`config.mk`:
```
export PLATFORM = sky130hd
export DESIGN_NAME = rct_timer
export DESIGN_NICKNAME = d
export VERILOG_FILES = /design/src/rct_pkg.sv /design/src/rct_edge_sync.sv /design/src/rct_tick_div.sv /design/src/rct_timer.sv
export SDC_FILE = /design/constraint.sdc
export NUM_CORES = 1
export LEC_CHECK = 0
export ABC_AREA = 1
export BUFFER_PORTS_ARGS = -buffer_cell sky130_fd_sc_hd__buf_2
export CAP_MARGIN = 20
export CORE_AREA = 2 2 117 119
export DETAILED_ROUTE_END_ITERATION = 10
export DIE_AREA = 0 0 119 121
export GPL_TIMING_DRIVEN = 1
export PLACE_DENSITY_LB_ADDON = 0.08
export SLEW_MARGIN = 20
export SYNTH_ARGS = -nofsm -noshare
export SYNTH_HDL_FRONTEND = slang
export SYNTH_SLANG_ARGS = --single-unit
```
`constraint.sdc`:
```
create_clock -name i_clock -period 4.1 [get_ports i_clock]
set_clock_uncertainty 0.15 [all_clocks]
set_input_delay 1.23 -clock i_clock [delete_from_list [all_inputs] [get_ports i_clock]]
set_output_delay 1.23 -clock i_clock [all_outputs]
set_load 0.01 [all_outputs]
```
`src/rct_pkg.sv`:
```
// package: constants and carrier types for the reload/capture timer pair
package rct_pkg;
	localparam int          RCT_WIDTH       = 16;
	localparam int          RCT_INSTANCES   = 2;
	localparam int          RCT_TIMER_DIV   = 12;   // pclk periods per timer tick
	localparam int          RCT_DIV_W       = 4;
	localparam logic [15:0] RCT_ALL_ONES    = 16'hFFFF;
	localparam logic [15:0] RCT_ZERO        = 16'h0000;
	localparam logic [15:0] RCT_COUNT_RST   = 16'h0000;
	localparam logic [15:0] RCT_RELOAD_RST  = 16'h0000;
	localparam logic [1:0]  RCT_SYNC_RST    = 2'h0;

	// per-instance configuration bits
	typedef struct packed {
		logic        run;          // counting enabled
		logic        capture_mode; // 1: capture, 0: auto-reload
		logic        counter_fn;   // 1: count pin falling edges, 0: pclk/12
		logic        updown_en;    // direction follows trigger pin level
		logic        trig_en;      // trigger pin edge reloads/captures
		logic        trig_rising;  // 1: rising edge, 0: falling edge
	} rct_cfg_t;

	// per-instance observed state
	typedef struct packed {
		logic [15:0] timer_count_value;
		logic [15:0] reload_capture_value;
		logic        irq;          // one-cycle event pulse
		logic        flag;         // sticky event flag
	} rct_stat_t;
endpackage : rct_pkg

```
`src/rct_edge_sync.sv`:
```
// module: pin synchroniser with level output and edge strobes
`timescale 1ns/100ps
module rct_edge_sync (
	// clock and reset
	input  wire logic i_clock,
	input  wire logic i_sys_rst,
	// pin
	input  wire logic i_pin,
	// sampled results
	output logic      o_level,
	output logic      o_fall,
	output logic      o_rise
);
	import rct_pkg::*;

	logic [1:0] sync_r;
	logic       prev_r;
	logic [2:0] fill_r; // marks when prev_r holds a real pin sample
	logic       primed;

	// two-stage sync, then one more stage for edge compare
	always_ff @(posedge i_clock or posedge i_sys_rst) begin
		if (i_sys_rst) begin
			sync_r <= RCT_SYNC_RST;
			prev_r <= 1'b0;
			fill_r <= 3'h0;
		end else begin
			sync_r <= {sync_r[0], i_pin};
			prev_r <= sync_r[1];
			fill_r <= {fill_r[1:0], 1'b1};
		end
	end

	// no strobes until the pipeline is filled, so an idle-high pin gives no edge after reset
	assign primed  = fill_r[2];
	assign o_level = sync_r[1];
	assign o_fall  = primed & prev_r & ~sync_r[1];
	assign o_rise  = primed & ~prev_r & sync_r[1];
endmodule : rct_edge_sync

```
`src/rct_tick_div.sv`:
```
// module: divider making the one-cycle timer tick enable
`timescale 1ns/100ps
module rct_tick_div #(
	parameter int DIV = rct_pkg::RCT_TIMER_DIV
) (
	// clock and reset
	input  wire logic i_clock,
	input  wire logic i_sys_rst,
	// tick enable
	output logic      o_tick
);
	import rct_pkg::*;

	initial begin
		if (DIV < 2 || DIV > 15) $error("rct_tick_div: DIV out of range");
	end

	logic [RCT_DIV_W-1:0] cnt_r;
	logic [RCT_DIV_W-1:0] cnt_nxt;
	logic                 wrap;

	// wrap after DIV cycles
	assign wrap    = (cnt_r == RCT_DIV_W'(DIV - 1));
	assign cnt_nxt = wrap ? '0 : cnt_r + 1'b1;

	// counter and registered tick, one pulse per DIV clocks
	always_ff @(posedge i_clock or posedge i_sys_rst) begin
		if (i_sys_rst) begin
			cnt_r  <= '0;
			o_tick <= 1'b0;
		end else begin
			cnt_r  <= cnt_nxt;
			o_tick <= wrap;
		end
	end
endmodule : rct_tick_div

```
`src/rct_timer.sv`:
```
// module: pair of 16-bit auto-reload / capture timer counters
// Overview of operation
// - Two identical 16-bit timers, each in auto-reload or capture mode.
// - Timer function advances once per twelve clock periods.
// - Counter function advances on each falling edge of the count pin.
// - Auto-reload, no up/down: counts up from reload value, overflows past all-ones.
// - Without up/down, reload on overflow only or also on chosen trigger edge.
// - Without up/down, reload copies reload value and raises interrupt.
// - Up/down enabled: trigger pin level sets direction, no interrupt.
// - Up/down counting up: overflow past all-ones reloads reload value.
// - Up/down counting down: at reload value, reload with all-ones.
// - Capture mode counts up from zero and wraps to zero.
// - Capture mode: chosen trigger edge stores count into reload/capture value.
// - Capture mode: interrupt on every overflow and every capture.
`timescale 1ns/100ps
module rct_timer #(
	parameter int N_TIMERS = rct_pkg::RCT_INSTANCES,
	parameter int WIDTH    = rct_pkg::RCT_WIDTH,
	parameter int DIV      = rct_pkg::RCT_TIMER_DIV
) (
	// clock and reset
	input  wire logic                i_clock,
	input  wire logic                i_sys_rst,
	// configuration, one entry per timer
	input  wire rct_pkg::rct_cfg_t   i_cfg [N_TIMERS],
	// software writes
	input  wire logic [N_TIMERS-1:0] i_reload_wr,
	input  wire logic [15:0]         i_reload_wdata [N_TIMERS],
	input  wire logic [N_TIMERS-1:0] i_count_wr,
	input  wire logic [15:0]         i_count_wdata [N_TIMERS],
	input  wire logic [N_TIMERS-1:0] i_flag_clr,
	// pins
	input  wire logic [N_TIMERS-1:0] i_count_input_pin,
	input  wire logic [N_TIMERS-1:0] i_trigger_direction_pin,
	// status
	output rct_pkg::rct_stat_t       o_stat [N_TIMERS]
);
	import rct_pkg::*;

	initial begin
		if (WIDTH != RCT_WIDTH) $error("rct_timer: only 16-bit counters supported");
		if (N_TIMERS < 1) $error("rct_timer: need at least one timer");
	end

	logic tick;

	// shared timer-function tick, pclk/12
	rct_tick_div #(
		.DIV    (DIV)
	) u_div (
		.i_clock   (i_clock),
		.i_sys_rst (i_sys_rst),
		.o_tick    (tick)
	);

	// one timer slice per instance
	for (genvar g = 0; g < N_TIMERS; g++) begin : g_tmr
		logic        cnt_lvl;
		logic        cnt_fall;
		logic        cnt_rise;
		logic        trg_lvl;
		logic        trg_fall;
		logic        trg_rise;
		logic [15:0] count_r;
		logic [15:0] count_nxt;
		logic [15:0] rc_r;
		logic [15:0] rc_nxt;
		logic        irq_r;
		logic        flag_r;
		logic        step;
		logic        trg_edge;
		logic        down;
		logic        at_top;
		logic        at_floor;
		logic        ovf;
		logic        unf;
		logic        trg_reload;
		logic        capture;
		logic        event_irq;
		rct_cfg_t    cfg;

		rct_edge_sync u_cnt_sync (
			.i_clock   (i_clock),
			.i_sys_rst (i_sys_rst),
			.i_pin     (i_count_input_pin[g]),
			.o_level   (cnt_lvl),
			.o_fall    (cnt_fall),
			.o_rise    (cnt_rise)
		);

		rct_edge_sync u_trg_sync (
			.i_clock   (i_clock),
			.i_sys_rst (i_sys_rst),
			.i_pin     (i_trigger_direction_pin[g]),
			.o_level   (trg_lvl),
			.o_fall    (trg_fall),
			.o_rise    (trg_rise)
		);

		assign cfg = i_cfg[g];

		// count step source: divided clock or falling pin edge
		assign step     = cfg.run & (cfg.counter_fn ? cnt_fall : tick);
		assign trg_edge = cfg.trig_rising ? trg_rise : trg_fall;
		assign down     = ~cfg.capture_mode & cfg.updown_en & ~trg_lvl;

		// boundary decode
		assign at_top   = (count_r == RCT_ALL_ONES);
		assign at_floor = (count_r == rc_r);
		assign ovf      = step & ~down & at_top;
		assign unf      = step & down & at_floor;
		assign trg_reload = cfg.run & ~cfg.capture_mode & ~cfg.updown_en
		                    & cfg.trig_en & trg_edge;
		assign capture  = cfg.run & cfg.capture_mode & cfg.trig_en & trg_edge;

		// interrupt events: none with up/down enabled in auto-reload mode
		assign event_irq = cfg.capture_mode ? (ovf | capture)
		                 : (~cfg.updown_en & (ovf | trg_reload));

		// next count value, reload takes priority over stepping
		assign count_nxt = i_count_wr[g] ? i_count_wdata[g]
		                 : (cfg.capture_mode & ovf) ? RCT_ZERO
		                 : (trg_reload | ovf) ? rc_r
		                 : unf ? RCT_ALL_ONES
		                 : (step & down) ? count_r - 16'h0001
		                 : step ? count_r + 16'h0001
		                 : count_r;

		// capture beats a software write in the same cycle
		assign rc_nxt = capture ? count_r
		              : i_reload_wr[g] ? i_reload_wdata[g]
		              : rc_r;

		// state registers
		always_ff @(posedge i_clock or posedge i_sys_rst) begin
			if (i_sys_rst) begin
				count_r <= RCT_COUNT_RST;
				rc_r    <= RCT_RELOAD_RST;
				irq_r   <= 1'b0;
				flag_r  <= 1'b0;
			end else begin
				count_r <= count_nxt;
				rc_r    <= rc_nxt;
				irq_r   <= event_irq;
				flag_r  <= event_irq | (flag_r & ~i_flag_clr[g]);
			end
		end

		// status outputs straight from flops
		assign o_stat[g] = '{timer_count_value:    count_r,
		                     reload_capture_value: rc_r,
		                     irq:                  irq_r,
		                     flag:                 flag_r};
	end
endmodule : rct_timer

```
# Word level (Yosys, flattened, before mapping)
# Index checks and enable logic that the tools add are counted.
word_totals:
  elab_cells: 125
  ff_bits: 97
  input_bits: 88
  out_inout_bits: 68
classes:
  mux: 23
  n_eq_ne: 5
  n_bitwise: 66
  reduce_logical: 4
  add_sub_neg: 5
op_table:
  columns: ["cell", "n"]
  rows:
  - ["$mux W16", 16]
  - ["$and A1 B1 Y1", 46]
  - ["$add A16 B1 Y16 const B", 2]
  - ["$eq A16 B16 Y1", 2]
  - ["$eq A16 B16 Y1 const B", 2]
  - ["$sub A16 B1 Y16 const B", 2]
  - ["$not A1 Y1", 14]
  - ["$reduce_bool A6 Y1", 2]
  - ["$mux W1", 6]
  - ["$or A1 B1 Y1", 6]
  - ["$add A4 B1 Y4 const B", 1]
  - ["$eq A4 B4 Y1 const B", 1]
  - ["$mux W4", 1]
  - ["$reduce_bool A2 Y1", 2]

# Longest topological paths before layout
logic_depth:
  word_depth: 10
  ltp_mapped: 18
  ltp_nobuf: 18

# By module
# Synthesis repeated with hierarchy kept, for this count alone.
unflattened:
  hier_cells: 912
  hier_area_um2: 6706.4
by_module_without_submodules:
  columns: ["mod", "instances", "seq_area_each_um2", "area_each_um2", "cells_per_inst"]
  rows:
  - ["rct_timer", 1, 1701.6, 5804.3, 840]
  - ["rct_edge_sync", 4, 150.1, 172.7, 12]
  - ["rct_tick_div", 1, 125.1, 211.5, 24]

# Worst setup path before layout
# OpenSTA, ideal clock, no wires.
synth_timing:
  path_type: "input port to flip-flop"
  from: "input i_cfg[9] in the netlist's numbering"
  to: "register g_tmr[0].count_r[13]"
  slack_ps: 360
  n_path_buf: 0
  setup_time_ps: 131
  path_stages: 14
  t_arrival_ps: 3459
  required_ps: 3819
  path_cell_list: "nor2_1 a21oi_1 nand2_1 nor2_1 ha_1 nand2_1 a21oi_1 o21ai_0 nand3_1 a31o_2 nand2_1 nand2_1 o21ai_0 a22oi_1"
synth_between:
  elab_chain_len: 8
  elab_cells_between_ends: 14
synth_lines:
  columns: ["item", "line_no", "source"]
  rows:
  - ["from (decl)", "rct_timer.sv:25", "input wire rct_pkg::rct_cfg_t i_cfg [N_TIMERS],"]
  - ["$mux W1 *", "rct_timer.sv:103", "assign step = cfg.run & (cfg.counter_fn ? cnt_fall : tick);"]
  - ["$and A1 B1 Y1 *", "rct_timer.sv:103", null]
  - ["$and A1 B1 Y1 (on tied branches)", "rct_timer.sv:111, rct_timer.sv:125, rct_timer.sv:110", null]
  - ["$mux W16 (tied with other cells)", "rct_timer.sv:125", ": (step & down) ? count_r - 16'h0001"]
  - ["$mux W16 or $or A1 B1 Y1 (tied branches)", "rct_timer.sv:124, rct_timer.sv:123", null]
  - ["$mux W16", "rct_timer.sv:123", ": (trg_reload | ovf) ? rc_r"]
  - ["$mux W16", "rct_timer.sv:122", ": (cfg.capture_mode & ovf) ? RCT_ZERO"]
  - ["$mux W16", "rct_timer.sv:121", "assign count_nxt = i_count_wr[g] ? i_count_wdata[g]"]
  - ["to (signal assigned)", "rct_timer.sv:142", "count_r <= count_nxt;"]
  - ["to (decl)", "rct_timer.sv:64", "logic [15:0] count_r;"]
# Every way passes the cells marked *; elsewhere a longest branch is shown, timed or not.
# A chain may end at the register's enable or synchronous reset.

# Worst setup path after layout
# Same ends and word-level chain as after synthesis.

==> key figures <==
Clock tree
  – TritonCTS clock tree: done
  – Sinks on Clock Net: 88
  – Worst-Skew Late Latency: 350 ps
  – Post-CTS setup-driven buffer insertion count: 0
  – Clock root buffer master: sky130_fd_sc_hd__clkbuf_16
  – Clock edge transition at the registers on the reported setup and hold paths: 70 ps
  – CTS H-Tree Depth: 3
  – Post_cts resized: 0
  – Number of buffers created by CTS: 9
  – Largest buffer count on any clock path: 2
  – Hold buffer count at CTS: 0

Yosys
  – Post-synthesis area per instance: 7.170 µm²
  – Netlist area before placement: 6431 µm²
  – Share of Yosys cell area claimed by the top area cell type: 0.3424
  – Post-synthesis simple-gate area fraction: 0.2875
  – Synthesized Nets: 1002
  – Proportion of synthesized flip-flops having asynchronous set or reset: 1.000
  – Largest cells by area after synthesis: sky130_fd_sc_hd__dfrtp_1 34%, sky130_fd_sc_hd__nand2_1 11%, sky130_fd_sc_hd__inv_1 7.1%
  – Count of different cell masters after synthesis: 44
  – Proportion of synthesized area in mux cells: 0
  – Dominant cell by count in the synthesized netlist: sky130_fd_sc_hd__nand2_1
  – Post-synthesis instance total: 897
  – Share of the synthesized netlist area taken by xor and xnor gates: 0.04222
  – Sequential share of the synthesized area: 0.3424
  – Commonest cells post-synth: 187 x sky130_fd_sc_hd__nand2_1, 122 x sky130_fd_sc_hd__inv_1, 88 x sky130_fd_sc_hd__dfrtp_1, 79 x sky130_fd_sc_hd__nand3_1, 76 x sky130_fd_sc_hd__nor2_1
  – Synth warnings: 0
  – Main combinational cell family by area after synthesis: simple AND/OR/NAND/NOR gates
  – Primary FF master, synth: sky130_fd_sc_hd__dfrtp_1
  – Share of synthesized cell area in full adder, half adder and majority cells: 0.03424
  – EDFF count, synth: 0
  – Area fraction in compound gates after synthesis: 0.1821
  – Number of synthesized register bits: 88
  – Post-synth top area cell: sky130_fd_sc_hd__dfrtp_1

Timing
  – Count of final setup violators: 0
  – Number of pins exceeding their max-slew limit in the final report: 0
  – Post-route worst setup slack: 852.8 ps
  – Worst-Margin Slew: 620.8 ps
  – Final critical-path required period: 3247 ps
  – Worst slew slack as a fraction of its limit: 0.5851
  – Upper clock frequency limit: 308.0 MHz
  – Tcrit/Tclk final: 0.7920
  – TNS Setup: 0 ps
  – Hold WS: 199.8 ps
  – Hold Fails Final Rpt: 0
  – Setup repair after global routing missed its margin: false

Detailed routing
  – Count of antenna-violating nets left after detailed routing: 0
  – Vias per cell: 5.445
  – Total iterations of the first detailed-routing run: 5
  – First DRT Iteration DRCs: 327
  – Total detailed-routing wirelength: 19.17 mm
  – Routed WL per cell: 15.84 µm
  – Vias: 6588
  – Drt drc: 0

Floorplanning
  – Placeable core region: 13090 µm²
  – Width of the chip: 119 µm
  – Vertical die dimension: 121 µm
  – Number of rows created at floorplan: 42
  – Number of I/O pins: 156
  – Starting density of the core: 0.4915
  – Die outline area: 14400 µm²

Critical path
  – Endpoint kind of the worst setup timing path: flop
  – Endpoint required time on the critical path: 4170 ps
  – CP Class: in -> reg
  – Critical path arrival: 3320 ps
  – Depth of the worst register-to-register path: 15
  – Sort of element at the start of the critical path: primary input
  – Critical Path Fanout Max: 17

Place
  – Pre-CTS worst setup slack: 483.5 ps
  – Placement-stage cell area: 7287 µm²
  – Dpl hpwl: 14.70 mm
  – Weighted congestion at the end of routability-driven global placement: 0.9159
  – Number of buffer cells added on primary ports: 155

Run
  – Maxcap violations: 0

GRT
  – Global-route wire length before repair: 31.04 mm
  – Overall Global Routing Usage: 0.2691
  – Largest net degree at the start of global routing: 89
  – Gr ovfl total: 0
  – Number of antenna violations at the first check in global routing: 0
  – Via count of the first global-routing pass: 6266

Min path
  – Hold crit path type: reg -> reg
  – Hold Path Stages: 0

Cells and area
  – Final cell area excluding filler cells: 7580 µm²
  – Layout area overhead: 17.86%
  – Ratio of cells with drive above 1 in the final layout: 0.2147
  – Fill cell count: 1281
  – Number of diodes added for antenna fixing: 0
  – Number of nets in the layout: 1134

Pwr
  – Pwr/cell area: 374.4 nW/µm²
  – Leak: 4.004 nW
  – Max rail drop VDD: 0.2419 mV

Run status
  – Result of the run: finished, final reports clean
==> cell usage in the layout (no fill, tap or decap), drive strengths merged, types with 4 or more instances in the layout <==
cell type and instances:
dfrtp 88, buf 164, nor2 86, nand4 14, xnor2 9, ha 16, o211ai 14, a21oi 75
nand2 200, nor4 9, clkbuf 9, inv 131, o41ai 9, nor3 11, clkinv 4, a22oi 12
a31o 4, o21ai 29, o221ai 24, o21bai 5, nand3 80, a31oi 5, xor2 22
==> worst paths after layout <==
kind,from,endpoint,slack (ps)
setup / recovery,i_cfg[9],g_tmr[0].count_r[13],850
hold / removal,g_tmr[0].u_cnt_sync.sync_r[0],g_tmr[0].u_cnt_sync.sync_r[1],200
setup reg to reg,g_tmr[0].u_cnt_sync.fill_r[2],g_tmr[0].count_r[13],1300
hold reg to reg,g_tmr[0].u_cnt_sync.sync_r[0],g_tmr[0].u_cnt_sync.sync_r[1],200
max in group asynchronous,i_sys_rst,g_tmr[0].count_r[5],2610
min in group asynchronous,i_sys_rst,g_tmr[1].u_trg_sync.sync_r[1],830
==> registers in the layout, indices dropped and copies added, names as in the netlist <==
register	flops
g_tmr.flag_r	2
g_tmr.count_r	32
g_tmr.rc_r	32
g_tmr.u_trg_sync.sync_r	4
g_tmr.u_cnt_sync.sync_r	4
g_tmr.u_cnt_sync.fill_r	1
g_tmr.u_trg_sync.fill_r	2
g_tmr.u_trg_sync.prev_r	2
u_div.cnt_r	4
g_tmr.irq_r	2
u_div.o_tick	1
g_tmr.u_cnt_sync.prev_r	2
==> power by group <==
part	switching (W)	internal [W]
combinational	0.000530	0.000339
sequential	0.000169	0.000966
clock	0.000404	0.000430
total	0.00110	0.00173
==> layer usage <==
| metal | routed length (µm) | track usage | part of all wire |
|---|---|---|---|
| met5 | 0 | 0 | 0 |
| met4 | 388 | 0.1012 | 0.020 |
| met3 | 765 | 0.03055 | 0.040 |
| met2 | 9652 | 0.4738 | 0.50 |
| met1 | 8361 | 0.3397 | 0.44 |
==> metrics by stage <==
stage | power, W | util | instances
after global routing | 0.003016 | 0.5793 | 1210
after floorplan | 0.001703 | - | 897
final | 0.002838 | 0.5793 | 1210
after CTS | 0.002851 | 0.5793 | 1210
after global placement | 0.002011 | 0.5569 | 1194
after detailed placement | 0.002016 | 0.5569 | 1194
==> worst max-delay path, stage by stage <==
cell                      delay (ps)
sky130_fd_sc_hd__buf_2           110
sky130_fd_sc_hd__a21oi_1         140
sky130_fd_sc_hd__nand2_1          80
sky130_fd_sc_hd__nor2_1           90
sky130_fd_sc_hd__buf_4           240
sky130_fd_sc_hd__ha_1            330
sky130_fd_sc_hd__nand2_1         100
sky130_fd_sc_hd__a21oi_1          70
sky130_fd_sc_hd__o21ai_0         160
sky130_fd_sc_hd__nand3_1         180
sky130_fd_sc_hd__a31o_2          250
sky130_fd_sc_hd__nand2_1          60
sky130_fd_sc_hd__nand2_1          40
sky130_fd_sc_hd__o21ai_0         140
sky130_fd_sc_hd__a22oi_1          90
==> kinds of logic (layout without fill, tap and decap cells) <==
| family | after synthesis | count (layout) |
|---|---|---|
| and+or+nand+nor | 405 | 405 |
| adders and majority gates | 17 | 17 |
| xor gates and xnor gates | 31 | 31 |
| AOI/OAI and AO/OA | 183 | 183 |
| DFF | 88 | 88 |
| buffers and inverters | 172 | 309 |
| other | 1 | 1 |
==> final cells by class <==
type	instances	area, µm²	share of cell area
well taps	176	220.2	0.02905
multi-input cells	637	3521	0.4645
clock inverters	7	67.56	0.008914
inverters	129	488.0	0.06438
flip-flops and latches	88	2202	0.2905
clock buffers	9	225.2	0.02971
repair buffers	164	855.8	0.1129
(Power assumes the default switching activity.)
